<file path="src/core/fptm_demagnetize_request_seq_note.sv">
// Spare file of the core folder; it holds no design unit
`timescale 1ns/1ps

</file>
<file path="src/core/fptm_pkg.sv">
// Constants, types and state layouts shared by the probe timing monitor
package fptm_pkg;

	// ********************************
	// Clock and timing figures
	// ********************************
	localparam int unsigned CLK_PERIOD_PS = 25000;
	localparam int unsigned PS_PER_NS = 1000;
	localparam int unsigned CYC_PER_MS = 1000000000 / CLK_PERIOD_PS;
	localparam int unsigned MIN_HALF_NS = 280;
	localparam int unsigned FAST_PERIOD_NS = 275;
	localparam int unsigned STUCK_LOW_NS = 32000;
	localparam int unsigned DEMAGNETIZE_REQUEST_HOLD_NS = 25600;
	localparam int unsigned POWERUP_DELAY_NS = 12000;
	localparam int unsigned DEMAGNETIZE_REQUEST_RUN_MS = 110;
	// Nominal probe frequency window and overload ceiling, for reference
	localparam int unsigned PROBE_FMIN_KHZ = 250;
	localparam int unsigned PROBE_FMAX_KHZ = 550;
	localparam int unsigned OVERLOAD_FMAX_KHZ = 1600;

	// Least times round up, thresholds and longest times round down
	localparam int unsigned MIN_HALF_CYC = (MIN_HALF_NS * PS_PER_NS + CLK_PERIOD_PS - 1) / CLK_PERIOD_PS;
	localparam int unsigned FAST_PERIOD_CYC = (FAST_PERIOD_NS * PS_PER_NS) / CLK_PERIOD_PS;
	localparam int unsigned STUCK_LOW_CYC = (STUCK_LOW_NS * PS_PER_NS) / CLK_PERIOD_PS;
	localparam int unsigned DEMAGNETIZE_REQUEST_HOLD_CYC = (DEMAGNETIZE_REQUEST_HOLD_NS * PS_PER_NS + CLK_PERIOD_PS - 1) / CLK_PERIOD_PS;
	localparam int unsigned POWERUP_DELAY_CYC = (POWERUP_DELAY_NS * PS_PER_NS + CLK_PERIOD_PS - 1) / CLK_PERIOD_PS;
	localparam int unsigned DEMAGNETIZE_REQUEST_RUN_CYC = DEMAGNETIZE_REQUEST_RUN_MS * CYC_PER_MS;
	localparam int unsigned SHORT_RUN_TRIG = 3;
	localparam int unsigned FAST_RUN_TRIG = 3;

	// ********************************
	// Widths
	// ********************************
	localparam int unsigned CNT_W = 16;
	localparam int unsigned RUNC_W = 2;
	localparam int unsigned HOLD_W = 11;
	localparam int unsigned PWRUP_W = 9;
	localparam int unsigned RUN_W = 24;
	localparam int unsigned ADDR_W = 8;
	localparam int unsigned DATA_W = 32;

	// ********************************
	// Register map and fields
	// ********************************
	localparam logic [ADDR_W-1:0] REG_CTRL = 8'h00;
	localparam logic [ADDR_W-1:0] REG_STATUS = 8'h04;
	localparam logic [ADDR_W-1:0] REG_HALF = 8'h08;
	localparam int unsigned CTRL_DEMAGNETIZE_REQUEST_BIT = 0;
	localparam int unsigned CTRL_GAIN_BIT = 1;
	localparam int unsigned ST_LATCH_BIT = 0;
	localparam int unsigned ST_HELD_BIT = 1;
	localparam int unsigned ST_STUCK_BIT = 2;
	localparam int unsigned ST_FAST_BIT = 3;
	localparam int unsigned ST_DEMAGNETIZE_REQUEST_BIT = 4;
	localparam int unsigned ST_ERRPIN_BIT = 5;
	localparam int unsigned ST_DRIVE_BIT = 6;
	localparam int unsigned ST_PWRUP_BIT = 7;
	localparam int unsigned ST_GAIN_BIT = 8;
	localparam int unsigned HALF_HI_LSB = 16;
	localparam int unsigned HTRANS_ACTIVE_BIT = 1;
	localparam logic HRESP_OKAY = 1'b0;

	// ********************************
	// Types
	// ********************************
	typedef enum logic {OV_NORMAL, OV_LATCH} fptm_ov_mode_t;
	typedef enum logic [1:0] {DM_POWERUP, DM_IDLE, DM_RUN} fptm_dm_mode_t;

	typedef struct packed {
		logic active;
		logic powerup_done;
	} fptm_demagnetize_request_t;

	typedef struct packed {
		fptm_dm_mode_t mode;
		logic [PWRUP_W-1:0] pwr_cnt;
		logic [HOLD_W-1:0] hold_cnt;
		logic [RUN_W-1:0] run_cnt;
		logic active;
		logic powerup_done;
	} fptm_dm_state_t;

	typedef struct packed {
		logic cmp_s1;
		logic cmp_s2;
		logic cmp_prev;
		logic dmg_s1;
		logic dmg_s2;
		logic gain_s1;
		logic gain_s2;
		logic errp_s1;
		logic errp_s2;
		fptm_ov_mode_t mode;
		logic drive_pol;
		logic drive_inv;
		logic held_pol;
		logic early;
		logic [CNT_W-1:0] half_cnt;
		logic [1:0][CNT_W-1:0] last_half;
		logic [1:0][RUNC_W-1:0] short_run;
		logic [1:0] long_seen;
		logic [CNT_W-1:0] period_cnt;
		logic [RUNC_W-1:0] fast_run;
		logic fast_err;
		logic [CNT_W-1:0] low_cnt;
		logic stuck_err;
		logic err_drive;
		logic gain_sw;
		logic gain_red;
		logic demagnetize_request_sw;
		logic wr_pend;
		logic [ADDR_W-1:0] wr_addr;
		logic [DATA_W-1:0] rdata;
	} fptm_state_t;

	// Saturating increments for the timing counters
	function automatic logic [CNT_W-1:0] cnt_inc(input logic [CNT_W-1:0] v);
		return (v == '1) ? v : v + 1'b1;
	endfunction

	function automatic logic [RUNC_W-1:0] run_inc(input logic [RUNC_W-1:0] v);
		return (v == '1) ? v : v + 1'b1;
	endfunction

endpackage

</file>
<file path="src/core/fptm_monitor.sv">
// Probe excitation timing, overload latch, error supervision and register slave
`timescale 1ns/1ps

// Functional notes
// - Reverse excitation polarity on each saturation event; loop self-oscillates 250 to 550 kHz.
// - Both polarities handled identically, so zero field gives 50 percent duty.
// - Track flux polarity state and measure every half-period continuously.
// - No half-period ends before 280 ns, even with early saturation.
// - Overload frequency rises toward 1.6 MHz but stays under the timing limit.
// - Three consecutive short halves of one polarity enter overload latch.
// - On latch entry store compensation polarity, keep producing skewed PWM.
// - Leave overload latch only once both halves exceed 280 ns again.
// - Comparator low over 32 us asserts error and forces compensation to zero.
// - Full period under 275 ns on three consecutive pulses asserts error.
// - Drive probe waveform on two complementary PWM outputs.
// - Gain select high requests 8 dB lower internal loop gain.
// - One clock with counters times demagnetize_request, power-up, overload and errors.
// - Demagnetization starts on external request, or at power-up if the request pin is high.
// - Request held 25.6 us starts 110 ms cycle; error held throughout.
// - Error output is open drain, asserted by pulling low.
module fptm_monitor #(
	parameter int unsigned DEMAGNETIZE_REQUEST_RUN_CYC = fptm_pkg::DEMAGNETIZE_REQUEST_RUN_CYC
) (
	input wire logic clk,
	input wire logic reset,
	input wire logic hsel,
	input wire logic [31:0] haddr,
	input wire logic [1:0] htrans,
	input wire logic hwrite,
	input wire logic [2:0] hsize,
	input wire logic [31:0] hwdata,
	input wire logic hready,
	output logic hreadyout,
	output logic hresp,
	output logic [31:0] hrdata,
	input wire logic probe_saturation_comparator,
	input wire logic demagnetize_request,
	input wire logic gain_select,
	input wire logic error_n_in,
	output logic probe_drive_a,
	output logic probe_drive_b,
	output logic pwm_p,
	output logic pwm_n,
	output logic gain_reduce,
	output logic comp_force_zero,
	output logic overload_latch,
	output logic held_polarity,
	output logic demagnetize_request_active,
	output logic error_n_out,
	output logic error_n_oe
);

	fptm_pkg::fptm_state_t st_q;
	fptm_pkg::fptm_state_t st_d;
	fptm_pkg::fptm_demagnetize_request_t dm;
	logic sat_evt;
	logic reversal;
	logic short_half;
	logic bus_take;

	// ********************************
	// Demagnetization sequencer
	// ********************************
	fptm_demagnetize_request_seq #(
		.RUN_CYC(DEMAGNETIZE_REQUEST_RUN_CYC)
	) u_demagnetize_request (
		.clk(clk),
		.reset(reset),
		.req_level(st_q.dmg_s2),
		.sw_start(st_q.demagnetize_request_sw),
		.dm_status(dm)
	);

	// Saturation edge and the half-period decision
	assign sat_evt = st_q.cmp_s2 && !st_q.cmp_prev;
	assign reversal = (sat_evt || st_q.early) && (st_q.half_cnt >= fptm_pkg::CNT_W'(fptm_pkg::MIN_HALF_CYC));
	assign short_half = st_q.early;
	assign bus_take = hsel && hready && htrans[fptm_pkg::HTRANS_ACTIVE_BIT];

	// Register read mux
	function automatic logic [31:0] read_word(
		input logic [fptm_pkg::ADDR_W-1:0] a,
		input fptm_pkg::fptm_state_t s,
		input fptm_pkg::fptm_demagnetize_request_t d
	);
		logic [31:0] w;
		w = '0;
		unique case (a)
			fptm_pkg::REG_CTRL:
				w[fptm_pkg::CTRL_GAIN_BIT] = s.gain_sw;
			fptm_pkg::REG_STATUS:
			begin
				w[fptm_pkg::ST_LATCH_BIT] = (s.mode == fptm_pkg::OV_LATCH);
				w[fptm_pkg::ST_HELD_BIT] = s.held_pol;
				w[fptm_pkg::ST_STUCK_BIT] = s.stuck_err;
				w[fptm_pkg::ST_FAST_BIT] = s.fast_err;
				w[fptm_pkg::ST_DEMAGNETIZE_REQUEST_BIT] = d.active;
				w[fptm_pkg::ST_ERRPIN_BIT] = s.errp_s2;
				w[fptm_pkg::ST_DRIVE_BIT] = s.drive_pol;
				w[fptm_pkg::ST_PWRUP_BIT] = d.powerup_done;
				w[fptm_pkg::ST_GAIN_BIT] = s.gain_red;
			end
			fptm_pkg::REG_HALF:
			begin
				w[fptm_pkg::HALF_HI_LSB-1:0] = s.last_half[0];
				w[31:fptm_pkg::HALF_HI_LSB] = s.last_half[1];
			end
			default:
				w = '0;
		endcase
		return w;
	endfunction

	// ********************************
	// Next state
	// ********************************
	always_comb
	begin
		st_d = st_q;
		// Two-stage synchronisers for every pin input
		st_d.cmp_s1 = probe_saturation_comparator;
		st_d.cmp_s2 = st_q.cmp_s1;
		st_d.cmp_prev = st_q.cmp_s2;
		st_d.dmg_s1 = demagnetize_request;
		st_d.dmg_s2 = st_q.dmg_s1;
		st_d.gain_s1 = gain_select;
		st_d.gain_s2 = st_q.gain_s1;
		st_d.errp_s1 = error_n_in;
		st_d.errp_s2 = st_q.errp_s1;

		// Half-period timing, same threshold for both polarities
		if (reversal)
		begin
			st_d.drive_pol = !st_q.drive_pol;
			st_d.drive_inv = st_q.drive_pol;
			st_d.half_cnt = fptm_pkg::CNT_W'(1);
			st_d.early = 1'b0;
			st_d.last_half[st_q.drive_pol] = st_q.half_cnt;
			if (short_half)
			begin
				st_d.short_run[st_q.drive_pol] = fptm_pkg::run_inc(st_q.short_run[st_q.drive_pol]);
				st_d.long_seen[st_q.drive_pol] = 1'b0;
			end
			else
			begin
				st_d.short_run[st_q.drive_pol] = '0;
				st_d.long_seen[st_q.drive_pol] = 1'b1;
			end
		end
		else
		begin
			// Early saturation is held until the minimum half-period is met
			if (sat_evt)
				st_d.early = 1'b1;
			st_d.half_cnt = fptm_pkg::cnt_inc(st_q.half_cnt);
		end

		// Overload latch mode
		unique case (st_q.mode)
			fptm_pkg::OV_NORMAL:
			begin
				if (reversal && short_half &&
					st_q.short_run[st_q.drive_pol] == fptm_pkg::RUNC_W'(fptm_pkg::SHORT_RUN_TRIG - 1))
				begin
					st_d.mode = fptm_pkg::OV_LATCH;
					st_d.held_pol = st_q.drive_pol;
					st_d.long_seen = '0;
				end
			end
			fptm_pkg::OV_LATCH:
			begin
				if (st_d.long_seen == '1)
					st_d.mode = fptm_pkg::OV_NORMAL;
			end
		endcase

		// Full-period check between saturation events
		if (sat_evt)
		begin
			if (st_q.period_cnt < fptm_pkg::CNT_W'(fptm_pkg::FAST_PERIOD_CYC))
				st_d.fast_run = fptm_pkg::run_inc(st_q.fast_run);
			else
				st_d.fast_run = '0;
			st_d.period_cnt = fptm_pkg::CNT_W'(1);
		end
		else
			st_d.period_cnt = fptm_pkg::cnt_inc(st_q.period_cnt);
		st_d.fast_err = (st_d.fast_run == fptm_pkg::RUNC_W'(fptm_pkg::FAST_RUN_TRIG));

		// Stuck-low watchdog on the comparator
		if (st_q.cmp_s2)
			st_d.low_cnt = '0;
		else
			st_d.low_cnt = fptm_pkg::cnt_inc(st_q.low_cnt);
		st_d.stuck_err = (st_d.low_cnt > fptm_pkg::CNT_W'(fptm_pkg::STUCK_LOW_CYC));

		// Error drive combines all faults and demagnetization
		st_d.err_drive = st_d.stuck_err || st_d.fast_err || dm.active;

		// Register writes land in the data phase
		st_d.demagnetize_request_sw = 1'b0;
		if (st_q.wr_pend && st_q.wr_addr == fptm_pkg::REG_CTRL)
		begin
			st_d.demagnetize_request_sw = hwdata[fptm_pkg::CTRL_DEMAGNETIZE_REQUEST_BIT];
			st_d.gain_sw = hwdata[fptm_pkg::CTRL_GAIN_BIT];
		end
		st_d.gain_red = st_q.gain_s2 || st_d.gain_sw;

		// Address phase: capture writes, prepare read data from next state
		st_d.wr_pend = 1'b0;
		if (bus_take)
		begin
			st_d.wr_pend = hwrite;
			st_d.wr_addr = haddr[fptm_pkg::ADDR_W-1:0];
			if (!hwrite)
				st_d.rdata = read_word(haddr[fptm_pkg::ADDR_W-1:0], st_d, dm);
		end
	end

	// State register
	always_ff @(posedge clk)
	begin
		if (reset)
			st_q <= '{mode: fptm_pkg::OV_NORMAL, drive_inv: 1'b1, errp_s1: 1'b1, errp_s2: 1'b1, default: '0};
		else
			st_q <= st_d;
	end

	// ********************************
	// Outputs
	// ********************************
	assign hreadyout = 1'b1;
	assign hresp = fptm_pkg::HRESP_OKAY;
	assign hrdata = st_q.rdata;
	assign probe_drive_a = st_q.drive_pol;
	assign probe_drive_b = st_q.drive_inv;
	assign pwm_p = st_q.drive_pol;
	assign pwm_n = st_q.drive_inv;
	assign gain_reduce = st_q.gain_red;
	assign comp_force_zero = st_q.stuck_err;
	assign overload_latch = (st_q.mode == fptm_pkg::OV_LATCH);
	assign held_polarity = st_q.held_pol;
	assign demagnetize_request_active = dm.active;
	// Open drain: the line is only ever pulled low
	assign error_n_out = 1'b0;
	assign error_n_oe = st_q.err_drive;

	// ********************************
	// Checks
	// ********************************
	a_min_half_period: assert property (@(posedge clk) disable iff (reset)
		$changed(st_q.drive_pol) |-> $past(st_q.half_cnt) >= fptm_pkg::CNT_W'(fptm_pkg::MIN_HALF_CYC))
		else $error("Half-period shorter than the minimum");
	a_pwm_complement: assert property (@(posedge clk) disable iff (reset)
		pwm_p != pwm_n && probe_drive_a != probe_drive_b)
		else $error("PWM outputs not complementary");
	a_half_recorded: assert property (@(posedge clk) disable iff (reset)
		$changed(st_q.drive_pol) |-> st_q.last_half[!st_q.drive_pol] == $past(st_q.half_cnt))
		else $error("Half-period length not recorded");
	a_latch_entry: assert property (@(posedge clk) disable iff (reset)
		$rose(overload_latch) |-> $past(short_half) && held_polarity == $past(st_q.drive_pol) &&
			$past(st_q.short_run[st_q.drive_pol]) == fptm_pkg::RUNC_W'(fptm_pkg::SHORT_RUN_TRIG - 1))
		else $error("Overload latch entered without three short halves");
	a_latch_polarity: assert property (@(posedge clk) disable iff (reset)
		overload_latch && $past(overload_latch) |-> $stable(held_polarity))
		else $error("Held polarity changed during overload latch");
	a_latch_exit: assert property (@(posedge clk) disable iff (reset)
		$fell(overload_latch) |-> st_q.long_seen == '1 && $past(reversal) && !$past(short_half))
		else $error("Overload latch left without two long halves");
	a_stuck_error: assert property (@(posedge clk) disable iff (reset)
		$rose(st_q.stuck_err) |-> $past(st_q.low_cnt) == fptm_pkg::CNT_W'(fptm_pkg::STUCK_LOW_CYC)
			##1 (comp_force_zero && error_n_oe))
		else $error("Stuck-low error timing wrong");
	a_fast_error: assert property (@(posedge clk) disable iff (reset)
		$rose(st_q.fast_err) |-> $past(sat_evt) &&
			$past(st_q.period_cnt) < fptm_pkg::CNT_W'(fptm_pkg::FAST_PERIOD_CYC) ##1 error_n_oe)
		else $error("Fast-period error without a short period");
	a_gain_follow: assert property (@(posedge clk) disable iff (reset)
		st_q.gain_s2 |=> gain_reduce)
		else $error("Gain reduction not following gain select");
	a_demagnetize_request_error: assert property (@(posedge clk) disable iff (reset)
		dm.active |=> error_n_oe && !error_n_out)
		else $error("Error not asserted during demagnetization");

endmodule

</file>
<file path="src/core/fptm_demagnetize_request_seq.sv">
// Demagnetization sequencer with power-up start and request qualification
`timescale 1ns/1ps

module fptm_demagnetize_request_seq #(
	parameter int unsigned RUN_CYC = fptm_pkg::DEMAGNETIZE_REQUEST_RUN_CYC
) (
	input wire logic clk,
	input wire logic reset,
	input wire logic req_level,
	input wire logic sw_start,
	output fptm_pkg::fptm_demagnetize_request_t dm_status
);

	fptm_pkg::fptm_dm_state_t st_q;
	fptm_pkg::fptm_dm_state_t st_d;
	logic qualified;

	// Request held long enough: this is its qualifying high cycle
	assign qualified = req_level && (st_q.hold_cnt == fptm_pkg::HOLD_W'(fptm_pkg::DEMAGNETIZE_REQUEST_HOLD_CYC - 1));

	// ********************************
	// Next state
	// ********************************
	always_comb
	begin
		st_d = st_q;
		// Count high cycles of the request, saturating so one pulse starts once
		if (!req_level)
			st_d.hold_cnt = '0;
		else if (st_q.hold_cnt != fptm_pkg::HOLD_W'(fptm_pkg::DEMAGNETIZE_REQUEST_HOLD_CYC))
			st_d.hold_cnt = st_q.hold_cnt + 1'b1;
		unique case (st_q.mode)
			fptm_pkg::DM_POWERUP:
			begin
				// Power-up wait, then start only if the request pin is high
				if (st_q.pwr_cnt == fptm_pkg::PWRUP_W'(fptm_pkg::POWERUP_DELAY_CYC - 1))
				begin
					st_d.powerup_done = 1'b1;
					st_d.run_cnt = '0;
					st_d.active = req_level;
					st_d.mode = req_level ? fptm_pkg::DM_RUN : fptm_pkg::DM_IDLE;
				end
				else
					st_d.pwr_cnt = st_q.pwr_cnt + 1'b1;
			end
			fptm_pkg::DM_IDLE:
			begin
				// Pin request or software request starts a cycle
				if (qualified || sw_start)
				begin
					st_d.mode = fptm_pkg::DM_RUN;
					st_d.run_cnt = '0;
					st_d.active = 1'b1;
				end
			end
			fptm_pkg::DM_RUN:
			begin
				// Requests are ignored while a cycle runs
				if (st_q.run_cnt == fptm_pkg::RUN_W'(RUN_CYC - 1))
				begin
					st_d.mode = fptm_pkg::DM_IDLE;
					st_d.active = 1'b0;
				end
				else
					st_d.run_cnt = st_q.run_cnt + 1'b1;
			end
			default:
				st_d.mode = fptm_pkg::DM_IDLE;
		endcase
	end

	// State register
	always_ff @(posedge clk)
	begin
		if (reset)
			st_q <= '{mode: fptm_pkg::DM_POWERUP, default: '0};
		else
			st_q <= st_d;
	end

	assign dm_status.active = st_q.active;
	assign dm_status.powerup_done = st_q.powerup_done;

	// ********************************
	// Checks
	// ********************************
	a_dm_start_cause: assert property (@(posedge clk) disable iff (reset)
		$rose(st_q.active) |-> $past(qualified || sw_start || st_q.mode == fptm_pkg::DM_POWERUP))
		else $error("Demagnetization started without a qualified request");
	a_dm_min_run: assert property (@(posedge clk) disable iff (reset)
		$rose(st_q.active) |-> st_q.active [*8])
		else $error("Demagnetization cycle ended too early");
	a_dm_short_ignored: assert property (@(posedge clk) disable iff (reset)
		(st_q.mode == fptm_pkg::DM_IDLE && !qualified && !sw_start) |=> !st_q.active)
		else $error("Unqualified request started demagnetization");

endmodule

</file>
<file path="config.mk">
export PLATFORM = sky130hd
export DESIGN_NAME = fptm_monitor
export DESIGN_NICKNAME = d
export VERILOG_FILES = /design/src/core/fptm_demagnetize_request_seq_note.sv /design/src/core/fptm_pkg.sv /design/src/core/fptm_monitor.sv /design/src/core/fptm_demagnetize_request_seq.sv
export SDC_FILE = /design/constraint.sdc
export NUM_CORES = 1
export LEC_CHECK = 0
export ABC_AREA = 1
export BUFFER_PORTS_ARGS = -buffer_cell sky130_fd_sc_hd__buf_4
export CAP_MARGIN = 15
export CORE_MARGIN = 2
export CORE_UTILIZATION = 39
export CTS_BUF_LIST = sky130_fd_sc_hd__clkbuf_8
export CTS_CLUSTER_DIAMETER = 80
export CTS_CLUSTER_SIZE = 14
export DETAILED_ROUTE_END_ITERATION = 6
export MAX_ROUTING_LAYER = met4
export PLACE_DENSITY = 0.67
export SLEW_MARGIN = 20
export SYNTH_ARGS = -nofsm -noshare
export SYNTH_HDL_FRONTEND = slang
export SYNTH_SLANG_ARGS = --single-unit
</file>
<file path="constraint.sdc">
create_clock -name clk -period 2.3 [get_ports clk]
set_input_delay 0.345 -clock clk [delete_from_list [all_inputs] [get_ports clk]]
set_output_delay 0.345 -clock clk [all_outputs]
set_load 0.005 [all_outputs]
</file>
# [Word-level counts from Yosys, hierarchy flattened]
# Index checks and enable logic that the tools add are counted.
[totals] regBits=195 input_bits=78 output_inout_bits=45 elab_cells=160
[op_classes] addsub=8 n_lt_le_gt_ge=5 eq_ne=22 n_mux=45 bitwise=11 reduce_logical=31
[ops] operator="$pmux 25 s3" count=1
[ops] operator="$add 16x1->16 const B" count=3
[ops] operator="$eq 16x16->1 const B" count=3
[ops] operator="$mux 16" count=3
[ops] operator="$mux 38" count=1
[ops] operator="$bwmux 32" count=1
[ops] operator="$mux 2" count=14
[ops] operator="$mux 26" count=1
[ops] operator="$mux 25" count=1
[ops] operator="$add 24x1->24 const B" count=1
[ops] operator="$eq 24x23->1 const B" count=1
[ops] operator="$mux 24" count=1
[ops] operator="$mux 23" count=1
[ops] operator="$demux 16 s1" count=1
[ops] operator="$ge 16x4->1 const B" count=1
[ops] operator="$gt 16x11->1 const B" count=1
[ops] operator="$logic_not 8->1" count=2
[ops] operator="$lt 16x4->1 const B" count=1
[ops] operator="$pmux 7 s2" count=1
[ops] operator="$eq 2x2->1 const B" count=6
[ops] operator="$add 11x1->11 const B" count=1
[ops] operator="$eq 11x10->1 const B" count=1
[ops] operator="$mux 1" count=11
[ops] operator="$ne 11x11->1 const B" count=1
[ops] operator="other kinds (32)" count=63

# [Longest topological paths before layout]
# Gate-level depths: netlist of the first run.
[depth] word_depth=12 ltp_mapped=16

# [Cells and area by module]
# Synthesis of the first run repeated with hierarchy kept, for this count alone.
[hier_totals] hier_cells=1442 hier_area_um2=9875.7
[modules_own_cells] module="fptm_monitor" n_inst=1 cells_each=923 area_each_um2=6742.7 seq_area_each_um2=2942.8
[modules_own_cells] module="fptm_demagnetize_request_seq" n_inst=1 cells_each=519 area_each_um2=3133.0 seq_area_each_um2=960.9

# [Worst setup path after synthesis of the first run]
# No wires, ideal clock.
[synth_timing] path_type="reg2reg" startpoint="register u_demagnetize_request.st_q[26] (netlist name)" endpoint="register u_demagnetize_request.st_q[13] (netlist name)" setup_time_ns=0.135 arrival_time_ns=1.644 slack_ns=0.521 path_stages_with_launch=16 period_less_slack_ns=1.779 cell_sequence="dfxtp_1 -> ha_1 -> nand2_1 -> inv_2 -> nand3_2 -> nor2_2 -> nand2_1 -> nor2_2 -> inv_2 -> o21ai_2 -> nand2_2 -> nor2_4 -> inv_2 -> buf_2 -> nand2_1 -> a21oi_2"
[synth_via] elab_chain_len=5
[synth_lines] element="start: declaration" line_no="fptm_demagnetize_request_seq.sv:14" text="fptm_pkg::fptm_dm_state_t st_q;"
[synth_lines] element="start signal: assignment" line_no="fptm_demagnetize_request_seq.sv:78" text="st_q <= st_d;"
[synth_lines] element="$eq 11x10->1" line_no="fptm_demagnetize_request_seq.sv:19" text="assign qualified = req_level && (st_q.hold_cnt == fptm_pkg::HOLD_W'(fptm_pkg::DEMAGNETIZE_REQUEST_HOLD_CYC - 1 ..."
[synth_lines] element="$logic_and 1x1->1" line_no="fptm_demagnetize_request_seq.sv:19"
[synth_lines] element="$logic_or 1x1->1" line_no="fptm_demagnetize_request_seq.sv:49" text="if (qualified || sw_start)"
[synth_lines] element="$ne 2x1->1 (no line)"
[synth_lines] element="$reduce_and 4->1 (no line)"
# No other way between the ends.
# A chain may end at the register's enable or synchronous reset.

# [Worst setup path in the final report of the first run]
[layout_timing] startpoint="register u_demagnetize_request.st_q[2] (netlist name)" endpoint="register u_demagnetize_request.st_q[9] (netlist name)"
[layout_via] elab_chain_len=3 word_cells_on_any_way=6 classes_between="1 x add/sub; 2 x eq/ne; 2 x mux; 1 x reduce/logical"
[layout_lines] element="$add 24x1->24 / $eq 24x23->1 (equally long branches)" line_no="fptm_demagnetize_request_seq.sv:65, fptm_demagnetize_request_seq.sv:59"
[layout_lines] element="$mux 24 / $ne 2x2->1 (equally long branches)"
[layout_lines] element="$pmux 25 s3 / $reduce_and 4->1 (equally long branches)"
# Parallel ways exist; a longest one is shown, timed or not. The select of a mux whose other input is x is not followed.

==> results of run 1 <==
## layout by cell type (no fill, tap or decap), types with 4 or more instances in the layout
cell | netlist | layout
a21oi_2 | 7 | 7
dfxtp_1 | 195 | 195
clkbuf_8 | 0 | 17
o21ai_0 | 74 | 74
inv_2 | 12 | 12
nor2_2 | 4 | 6
or2_2 | 19 | 19
nand2_1 | 249 | 248
nor4_1 | 9 | 8
o21ai_1 | 12 | 12
xor2_1 | 18 | 18
nand3_1 | 95 | 95
a31oi_1 | 6 | 6
buf_4 | 38 | 86
a21oi_1 | 65 | 65
nor3b_1 | 4 | 4
xnor2_1 | 4 | 4
o21a_1 | 4 | 4
nor2_1 | 163 | 161
ha_1 | 12 | 12
nand3b_1 | 5 | 5
o211ai_1 | 24 | 24
inv_1 | 177 | 178
nor3_1 | 41 | 41
or2_1 | 8 | 8
nand4_1 | 27 | 27
nand2_2 | 5 | 6
inv_6 | 0 | 4
## metal layers
layer  vias to the layer above  share of wire, %  global-route usage (%)
met5                         -                 0                       -
met4                         0               2.1                    6.24
met3                        32               4.1                    3.44
met2                       162                45                    27.7
met1                      3833                49                    22.6
li1                       4363                 -                       -
## flip-flops by register name, summed over array words and instances (netlist names), named ones only
| name | cells |
|---|---|
| st_d | 5 |
| overload_latch | 1 |
| probe_drive_b | 1 |
| comp_force_zero | 1 |
| error_n_oe | 1 |
| u_demagnetize_request.st_q | 46 |
| short_half | 1 |
| probe_drive_a | 1 |
| st_q | 98 |
| hrdata | 32 |
| held_polarity | 1 |
| u_demagnetize_request.dm_status | 2 |
| gain_reduce | 1 |
## cells in the mapped netlist, types with 9 or more instances
library cell	number
nor2_1	163
o21ai_0	74
nand2_1	249
o211ai_1	24
o21ai_1	12
ha_1	12
buf_4	38
nand3_1	95
a21oi_1	65
xor2_1	18
inv_2	12
nor4_1	9
nand4_1	27
or2_2	19
clkbuf_1	18
dfxtp_1	195
nor3_1	41
inv_1	177
## cell families (layout without fill, tap and decap cells)
family / after synthesis / count (layout)
simple gates: 641 / 641
fa+ha+maj: 12 / 12
compound gates: 206 / 206
buf+inv: 263 / 308
other cells: 2 / 3
flops: 195 / 195
xor+xnor: 22 / 22
## worst min path at each step
| stage | endpoint | cells past startpoint | slack (ns) | from |
|---|---|---|---|---|
| after floorplan | st_d[146] | 2 | 0.39 | st_d[147] |
| after global placement | st_q[144] | 2 | 0.40 | st_d[144] |
| after detailed placement | st_d[146] | 2 | 0.40 | st_d[147] |
| after CTS | st_d[140] | 2 | 0.02 | error_n_in |
| after global routing | st_d[140] | 2 | 0.02 | error_n_in |
| final | st_d[140] | 2 | 0.05 | error_n_in |
## area by class of cell
| cell class | count | area share [%] |
|---|---|---|
| well taps | 319 | 3.80 |
| inverters | 189 | 6.75 |
| clock inverters | 15 | 1.86 |
| repair buffers | 87 | 6.34 |
| multi-input cells | 884 | 41.9 |
| flip-flops and latches | 195 | 37.2 |
| clock buffers | 17 | 2.23 |
## report_power, final
group	total, mW	switching, mW	internal (mW)
clock network	2.44	1.33	1.11
logic	0.225	0.144	0.0819
registers	3.44	0.0270	3.41
==> impl_metrics.py, run 1 <==
metrics = {
    "run_status": {
        "status": "complete, but fails checks",
        "failed_checks": "DRC",
    },
    "worst_setup_path": {
        "regToRegEndpoint": "u_demagnetize_request.st_q[9]",
        "critPathBufInv": 3,
        "crit_start": "u_demagnetize_request.st_q[2]",
        "crit_required_ns": 2.72,
        "rrSetupSlack_ns": 0.22,
        "crit_top_cell": "nand2_1",
        "worstPathArrival_ns": 2.49,
        "max_stage_delay_ns": 0.40,
        "path_cells": "ha_1, nand2_1, inv_2, nand2_1, nor4_2, nand3_1, nor2_2, nor2_4, inv_2, buf_4, nand2_1, a21oi_1",
        "reg2reg_depth": 12,
        "critical_path.top_delay_family": "simple AND/OR/NAND/NOR gates",
        "cp_max_fo": 11,
        "crit_type": "reg2reg",
        "cp-endpoint": "u_demagnetize_request.st_q[9]",
        "r2r-start": "u_demagnetize_request.st_q[2]",
        "cp_slowest_cell": "dfxtp_1",
        "crit_cells": 12,
        "cp-start-kind": "flip-flop",
        "crit_path_end_kind": "flip-flop",
    },
    "floorplanning": {
        "start_util_pct": 40.0,
        "die_w_um": 160,
        "row_count": 56,
        "die_h_um": 160,
        "design.die.area_um2": 25500,
        "io_pins": 123,
        "core-area_um2": 23600,
    },
    "layout": {
        "post-route-util_pct": 44.5,
        "num_antenna_cells": 0,
        "syn2layout_area_growth_pct": 11.3,
        "ff_latch_area_um2": 3900,
        "drive_above_1_share_pct": 13.0,
        "instances_no_fill": 1706,
        "final_area_um2": 10500,
        "fin_nets": 1464,
        "multi_input_area_um2": 4400,
        "final.fill_count": 2455,
    },
    "cts": {
        "htreeDepth": 4,
        "cts_tree": "yes",
        "clock-root-buffer": "clkbuf_8",
        "cts.clk_slew.worst_paths_ns": 0.12,
        "cts.sinks": 195,
        "clk_path_buf_depth": 2,
        "cts_resized": 0,
        "hold_buffers": 0,
        "insertion_delay_ns": 0.48,
        "cts_setup_buffers": 0,
        "cts_buffers": 17,
    },
    "yosys": {
        "synth.distinct_cells": 46,
        "yosysSeqAreaShare_pct": 41.4,
        "synth_top_area_cell": "dfxtp_1",
        "synthCells": 1341,
        "synth_top_cell_area_share_pct": 41.4,
        "synth_fa_ha_area_share_pct": 1.59,
        "synth_top_family_by_area": "simple AND/OR/NAND/NOR gates",
        "yosys.area_share.simple_pct": 30.2,
        "yosysWarnings": 0,
        "synth_compound_area_share_pct": 12.5,
        "synthXorXnorAreaFrac_pct": 2.04,
        "synth.top_cells.by_area": "dfxtp_1 (41%), nand2_1 (9.9%), inv_1 (7.0%)",
        "async_reset_ff_share_pct": 0,
        "synth_edf_count": 0,
        "netlist_area_um2": 9440,
        "ys_ff_latch": 195,
        "synth-main-ff-cell": "dfxtp_1",
        "synthMuxAreaShare_pct": 0,
        "postSynthAreaPerCell_um2": 7.04,
    },
    "place": {
        "place_congestion": 0.906,
        "dp.cells": 1674,
        "place_hpwl_um": 15600,
        "pre_cts_ws_ns": 0.175,
        "portBuffers": 61,
        "place_area_um2": 10100,
    },
    "sta": {
        "fin_crit_ns": 2.08,
        "setup_ws_ns": 0.221,
        "rsz0062_at_grt": "false",
        "setup_viol": 0,
        "maxSlewViolCount": 0,
        "fin_crit_sh_pct": 90.4,
        "finalClockSkew_ns": 0.0205,
        "whs_ns": 0.0506,
        "hold_viol": 0,
        "setup_tns_ns": 0,
        "fmax_mhz": 481,
    },
    "routing": {
        "routedWlPerCell_um": 12.6,
        "vias_per_cell": 4.92,
        "wl_um": 21400,
        "dr.pass1.iters": 7,
        "vias": 8390,
        "ant_nets": 0,
        "post-route-drc-count": 1,
        "drt_iter0_markers": 444,
    },
    "global_route": {
        "grt_max_degree": 41,
        "grt_pass1_vias": 7776,
        "grt_pass1_wl_um": 36400,
        "antenna_found_initial": 0,
        "grt_use_total_pct": 17.6,
        "grt_remaining_overflow": 0,
    },
    "power_and_ir_drop": {
        "leakagePower_nw": 4.34,
        "vdd_ir_drop_max_mv": 0.337,
        "powerDensity_nw_per_um2": 581,
        "p_total_mw": 6.10,
    },
    "worst_hold_path": {
        "hold_class": "in2reg",
    },
    "flow_run": {
        "max_cap_viol_count": 0,
    },
}
No activity file was read; power rests on OpenSTA's default activity.
==> run 2, diff against run 1 <==
--- a/config.mk
+++ b/config.mk
@@ -5,7 +5,6 @@
 export SDC_FILE = /design/constraint.sdc
 export NUM_CORES = 1
 export LEC_CHECK = 0
-export ABC_AREA = 1
 export BUFFER_PORTS_ARGS = -buffer_cell sky130_fd_sc_hd__buf_4
 export CAP_MARGIN = 15
 export CORE_MARGIN = 2
==> run 2 against run 1 <==
  * The flow now finishes without violations
  * Clock power is essentially flat
  * Total power grew 12%
  * Worst setup slack worse by 0.19 ns
  * First-iteration DRC count is 10% higher
  * Critical path depth fell by 4
  * Non-clock buffer count up 69
  * Area after synthesis is 6.7% lower
  * Critical endpoint is now u_demagnetize_request.st_q[18]
==> impl_metrics.py, run 2 <==
metrics = {
    "run_status": {
        "status": "completed",
    },
    "power_and_ir_drop": {
        "powerDensity_nw_per_um2": 648,
        "leakagePower_nw": 4.05,
        "vdd_ir_drop_max_mv": 0.481,
    },
    "place": {
        "portBuffers": 61,
        "pre_cts_ws_ns": -0.115,
        "place_congestion": 0.859,
        "place_hpwl_um": 14500,
        "place_area_um2": 9830,
    },
    "worst_hold_path": {
        "hold_end": "st_d[147]",
        "hold_class": "in2reg",
        "min_path_cells": 2,
        "holdCritStartpoint": "probe_saturation_comparator",
    },
    "routing": {
        "vias": 7484,
        "post-route-drc-count": 0,
        "routedWlPerCell_um": 14.5,
        "vias_per_cell": 5.30,
        "dr.pass1.iters": 5,
        "ant_nets": 0,
        "wl_um": 20500,
        "drt_iter0_markers": 490,
    },
    "sta": {
        "setup_ws_ns": 0.0355,
        "slew_headroom_pct": 31.1,
        "finalClockSkew_ns": 0.0113,
        "fin_crit_sh_pct": 98.5,
        "fmax_mhz": 442,
        "setup_viol": 0,
        "whs_ns": 0.0807,
        "setup_tns_ns": 0,
        "hold_viol": 0,
        "fin_crit_ns": 2.26,
        "maxSlewViolCount": 0,
        "worst_slew_pin_slew_ns": 1.03,
        "rsz0062_at_grt": "true",
    },
    "worst_setup_path": {
        "regToRegEndpoint": "u_demagnetize_request.st_q[18]",
        "rrSetupSlack_ns": 0.04,
        "crit_path_end_kind": "flip-flop",
        "crit_required_ns": 2.68,
        "worstPathArrival_ns": 2.64,
        "crit_type": "reg2reg",
        "cp-start-kind": "flip-flop",
        "r2r-start": "u_demagnetize_request.st_q[3]",
        "cp_max_fo": 5,
        "reg2reg_depth": 8,
    },
    "layout": {
        "final_common_cell": "dfxtp_1",
        "num_antenna_cells": 0,
        "final_cell_mix": "dfxtp_1 (187), buf_4 (151), nor2_1 (124), nand2_1 (107), a21oi_1 (67)",
        "fin_nets": 1211,
        "final_area_um2": 10500,
        "syn2layout_area_growth_pct": 19.5,
        "largest_reg_flops": 98,
        "largest_register": "st_q",
        "drive_above_1_share_pct": 21.5,
    },
    "cts": {
        "cts.sinks": 195,
        "cts_tree": "yes",
        "insertion_delay_ns": 0.47,
        "htreeDepth": 4,
        "clk_path_buf_depth": 2,
        "clock-root-buffer": "clkbuf_8",
        "cts.clk_slew.worst_paths_ns": 0.10,
        "cts_buffers": 17,
        "hold_buffers": 0,
    },
    "floorplanning": {
        "io_pins": 123,
        "core-area_um2": 22000,
        "start_util_pct": 40.0,
        "die_w_um": 154,
        "design.die.area_um2": 23800,
        "die_h_um": 154,
        "row_count": 54,
    },
    "yosys": {
        "synth.top_cells.by_area": "dfxtp_1 (44%), nor2_1 (5.7%), nand2_1 (4.6%)",
        "ys_top_cells_by_count": "dfxtp_1 (195), nor2_1 (133), nand2_1 (107)",
        "async_reset_ff_share_pct": 0,
        "synth.distinct_cells": 69,
        "synth_top_area_cell": "dfxtp_1",
        "yosysWarnings": 0,
        "synth_top_cell_area_share_pct": 44.3,
        "yosysSeqAreaShare_pct": 44.3,
        "yosysMostFrequentCell": "dfxtp_1",
        "postSynthAreaPerCell_um2": 8.57,
        "synthCells": 1028,
        "synth-main-ff-cell": "dfxtp_1",
        "synth_edf_count": 0,
        "ys_ff_latch": 195,
        "netlist_area_um2": 8810,
    },
    "global_route": {
        "grt_use_total_pct": 17.4,
        "grt_remaining_overflow": 0,
        "grt_pass1_vias": 6730,
        "grt_pass1_wl_um": 33000,
        "antenna_found_initial": 0,
        "grt_max_degree": 83,
    },
    "flow_run": {
        "max_cap_viol_count": 0,
    },
}
## run 2: critical path, cell delays in order (launching register included)
cell     delay [ns]
dfxtp_4        0.38
ha_4           0.16
nand3_4        0.08
or4_4          0.53
or4_4          0.55
buf_6          0.16
nand3_1        0.09
xor2_1         0.17
nor2_2         0.04
## run 2: final cells by class
cell class | instances | area, µm²
Fill cell | 2102 | 11500
Timing Repair Buffer | 156 | 1230
Clock buffer | 17 | 234
Sequential cell | 195 | 3920
Clock inverter | 13 | 196
Multi-Input combinational cell | 728 | 4510
Tap cell | 280 | 350
Inverter | 23 | 86.3
## run 2: what timing repair did
action | in CTS | in global routing
pin swaps | 1 | 12
cloned | 0 | 1
buffers inserted | 2 | 9
endpoints found under the setup margin | 18 | 24
gates resized for setup | 3 | 33
## run 2: worst max path at each step
stage / depth (start not counted) / slack [ns] / endpoint / from
after global placement: 7 / -0.05 / u_demagnetize_request.st_q[15] / u_demagnetize_request.st_q[3]
after global routing: 6 / -0.05 / u_demagnetize_request.st_q[8] / u_demagnetize_request.st_q[31]
after detailed placement: 7 / -0.11 / u_demagnetize_request.st_q[15] / u_demagnetize_request.st_q[3]
final: 8 / 0.04 / u_demagnetize_request.st_q[18] / u_demagnetize_request.st_q[3]
after floorplan: 9 / 0.007 / u_demagnetize_request.st_q[23] / u_demagnetize_request.st_q[37]
after CTS: 8 / 0.004 / u_demagnetize_request.st_q[9] / u_demagnetize_request.st_q[3]
## run 2: per-layer routing
layer	routed length [µm]	global-route usage (%)	share of wire [%]	vias to the layer above
li1	-	-	-	3761
met1	9820	23.5	48	3549
met2	9510	27.2	46	154
met3	861	2.89	4.2	20
met4	293	4.59	1.4	0
met5	0	-	0	-
## run 2: cells by family after synthesis
family | count (synthesis) | share of synthesized area [%]
and+or+nand+nor | 452 | 25.5
DFF | 195 | 44.3
AOI/OAI and AO/OA | 168 | 12.2
buffers and inverters | 106 | 6.43
xor gates and xnor gates | 59 | 5.87
muxes | 34 | 3.91
adders and majority gates | 12 | 1.70
other | 2 | 0.0852
## run 2: stage by stage
stage / util [%] / power [mW] / std cells
after global placement: 44.6 / 4.27 / 1370
final: 47.8 / 6.83 / 1412
after global routing: 47.8 / 7.10 / 1412
after CTS: 46.8 / 6.76 / 1402
after floorplan: - / 4.03 / 1029
after detailed placement: 44.6 / 4.28 / 1370
## run 2: power breakdown
group	internal, mW	total (mW)	switching, mW	leakage, nW
clock	1.20	2.47	1.27	0.216
combinational	0.389	0.852	0.463	2.25
sequential	3.44	3.50	0.0578	1.58
total	5.03	6.83	1.79	4.05
==> run 3, diff against run 2 <==
--- a/config.mk
+++ b/config.mk
@@ -5,6 +5,7 @@
 export SDC_FILE = /design/constraint.sdc
 export NUM_CORES = 1
 export LEC_CHECK = 0
+export ABC_CLOCK_PERIOD_IN_PS = 2300
 export BUFFER_PORTS_ARGS = -buffer_cell sky130_fd_sc_hd__buf_4
 export CAP_MARGIN = 15
 export CORE_MARGIN = 2
@@ -18,4 +19,5 @@
 export SLEW_MARGIN = 20
 export SYNTH_ARGS = -nofsm -noshare
 export SYNTH_HDL_FRONTEND = slang
+export SYNTH_HIERARCHICAL = 1
 export SYNTH_SLANG_ARGS = --single-unit
==> run 3 against run 2 <==
  * Routed wire length is 0.18% higher
  * Largest cell class unchanged
  * Via count down 0.60%
  * Sequential power barely moved
==> impl_metrics.py, run 3 <==
metrics = {
    "routing": {
        "wl_um": 20500,
        "dr.pass1.iters": 5,
        "vias": 7439,
        "vias_per_cell": 5.20,
        "routedWlPerCell_um": 14.3,
        "drt_iter0_markers": 424,
        "post-route-drc-count": 0,
        "ant_nets": 0,
    },
    "cts": {
        "clock-root-buffer": "clkbuf_8",
        "htreeDepth": 4,
        "cts_tree": "yes",
        "cts_buffers": 17,
        "cts.clk_slew.worst_paths_ns": 0.10,
        "cts.sinks": 195,
        "clk_path_buf_depth": 2,
        "insertion_delay_ns": 0.47,
    },
    "worst_setup_path": {
        "cp_max_fo": 4,
        "cp_slowest_cell": "dfxtp_1",
        "crit_cells": 8,
        "reg2reg_depth": 8,
        "critPathBufInv": 1,
        "path_cells": "nand4_2, buf_4, and4bb_2, a41oi_1, a211o_1, and4_4, nor3b_1, o22ai_1",
        "rrSetupSlack_ns": 0.08,
        "worstPathArrival_ns": 2.59,
        "critical_path.top_delay_family": "simple AND/OR/NAND/NOR gates",
        "crit_type": "reg2reg",
        "max_stage_delay_ns": 0.46,
        "crit_required_ns": 2.66,
        "crit_path_end_kind": "flip-flop",
        "cp-start-kind": "flip-flop",
    },
    "power_and_ir_drop": {
        "p_clk_share_pct": 34.9,
        "power.share.switching_pct": 27.8,
        "p_total_mw": 6.39,
        "powerDensity_nw_per_um2": 604,
        "p_comb_share_pct": 10.0,
        "vdd_ir_drop_max_mv": 0.363,
        "switching_power_mw": 1.78,
        "leakagePower_nw": 3.99,
        "internal_power_mw": 4.62,
        "p_seq_share_pct": 55.1,
    },
    "sta": {
        "rsz0062_at_grt": "true",
        "setup_tns_ns": 0,
        "fin_crit_sh_pct": 96.7,
        "worst_slew_pin_slew_ns": 0.507,
        "maxSlewViolCount": 0,
        "slew_headroom_pct": 66.1,
        "fmax_mhz": 450,
        "finalClockSkew_ns": 0.0192,
        "hold_viol": 0,
        "fin_crit_ns": 2.22,
        "whs_ns": 0.0545,
        "setup_ws_ns": 0.0764,
        "setup_viol": 0,
    },
    "yosys": {
        "yosysSeqAreaShare_pct": 42.4,
        "postSynthAreaPerCell_um2": 8.86,
        "yosysWarnings": 6,
        "async_reset_ff_share_pct": 0,
        "synth-main-ff-cell": "dfxtp_1",
        "yosysMostFrequentCell": "dfxtp_1",
        "synth_top_area_cell": "dfxtp_1",
        "ys_ff_latch": 195,
        "synthCells": 1038,
        "ys_top_cells_by_count": "dfxtp_1 (195), nor2_1 (128), nand2_1 (101)",
        "synth_top_cell_area_share_pct": 42.4,
        "synth.top_cells.by_area": "dfxtp_1 (42%), nor2_1 (5.2%), nand2_1 (4.1%)",
        "netlist_area_um2": 9200,
        "synth_edf_count": 0,
        "synth.distinct_cells": 87,
    },
    "global_route": {
        "grt_remaining_overflow": 0,
        "grt_pass1_vias": 6959,
        "antenna_found_initial": 0,
        "grt_pass1_wl_um": 34100,
        "grt_max_degree": 66,
        "grt_use_total_pct": 17.5,
    },
    "worst_hold_path": {
        "min_path_cells": 2,
        "hold_class": "in2reg",
    },
    "layout": {
        "final_area_um2": 10600,
        "fin_nets": 1189,
        "final_common_cell": "dfxtp_1",
        "syn2layout_area_growth_pct": 15.2,
        "post-route-util_pct": 45.4,
        "final_cell_mix": "dfxtp_1 (190), buf_4 (129), nor2_1 (128), nand2_1 (101), a21oi_1 (54)",
        "final.fill_count": 2273,
        "largest_register": "st_q",
        "num_antenna_cells": 0,
        "largest_reg_flops": 98,
        "instances_no_fill": 1431,
        "drive_above_1_share_pct": 21.2,
    },
    "floorplanning": {
        "die_h_um": 158,
        "row_count": 56,
        "start_util_pct": 39.4,
        "design.die.area_um2": 24800,
        "io_pins": 123,
        "die_w_um": 158,
        "core-area_um2": 23300,
    },
    "place": {
        "place_hpwl_um": 14800,
        "place_congestion": 0.873,
        "place_area_um2": 10100,
        "portBuffers": 61,
        "pre_cts_ws_ns": -0.0989,
        "dp.cells": 1396,
    },
    "flow_run": {
        "max_cap_viol_count": 0,
    },
    "run_status": {
        "status": "completed",
    },
}
run 3: what timing repair did:
| item | in CTS | in global routing |
|---|---|---|
| resized for setup | 4 | 17 |
| setup endpoints to repair | 1 | 15 |
| hold buffers | 0 | 0 |
| pin swaps | 3 | 7 |
| buffers inserted | 0 | 3 |
run 3: routing by layer:
metal,part of all wire (%),global-route usage (%),up-vias,wire (µm)
met2,47,28.0,124,9650
met3,3.5,3.53,21,716
met4,1.7,5.63,0,357
met1,48,22.3,3495,9800
li1,-,-,3799,-
met5,0,-,-,0
run 3: layout make-up:
| type | instances | area [µm²] | share of cell area [%] |
|---|---|---|---|
| Inverter | 21 | 78.8 | 0.744 |
| Multi-Input combinational cell | 731 | 4760 | 44.9 |
| Clock inverter | 15 | 164 | 1.55 |
| Sequential cell | 195 | 3910 | 36.9 |
| Clock buffer | 17 | 234 | 2.21 |
| Tap cell | 319 | 399 | 3.77 |
| Timing Repair Buffer | 133 | 1050 | 9.90 |
run 3: power groups by stage:
| stage | clock [mW] | sequential [mW] | combinational (mW) |
|---|---|---|---|
| after floorplan | 0 | 3.58 | 0.440 |
| after global placement | 0 | 3.60 | 0.631 |
| after detailed placement | 0 | 3.60 | 0.637 |
| after CTS | 2.31 | 3.52 | 0.642 |
| after global routing | 2.45 | 3.53 | 0.713 |
| final | 2.23 | 3.52 | 0.642 |
run 3: cells by family after synthesis:
group | Yosys count | synth area share [%]
xor+xnor | 43 | 4.09
simple gates | 450 | 25.6
mux | 28 | 3.06
fa+ha+maj | 12 | 1.63
compound gates | 195 | 16.3
buf+inv | 113 | 6.86
flops | 195 | 42.4
other cells | 2 | 0.0817
run 3: worst reg2reg max path, cell delays in order (launching register included):
cell,delay [ns]
dfxtp_1,0.46
nand4_2,0.16
buf_4,0.18
and4bb_2,0.31
a41oi_1,0.13
a211o_1,0.32
and4_4,0.20
nor3b_1,0.13
o22ai_1,0.23
run 3: worst paths after layout:
check,start,endpoint
hold reg to reg,st_d[144],st_q[144]
setup / recovery,st_q[56],error_n_oe
setup reg to reg,st_q[56],error_n_oe
hold / removal,error_n_in,st_d[140]
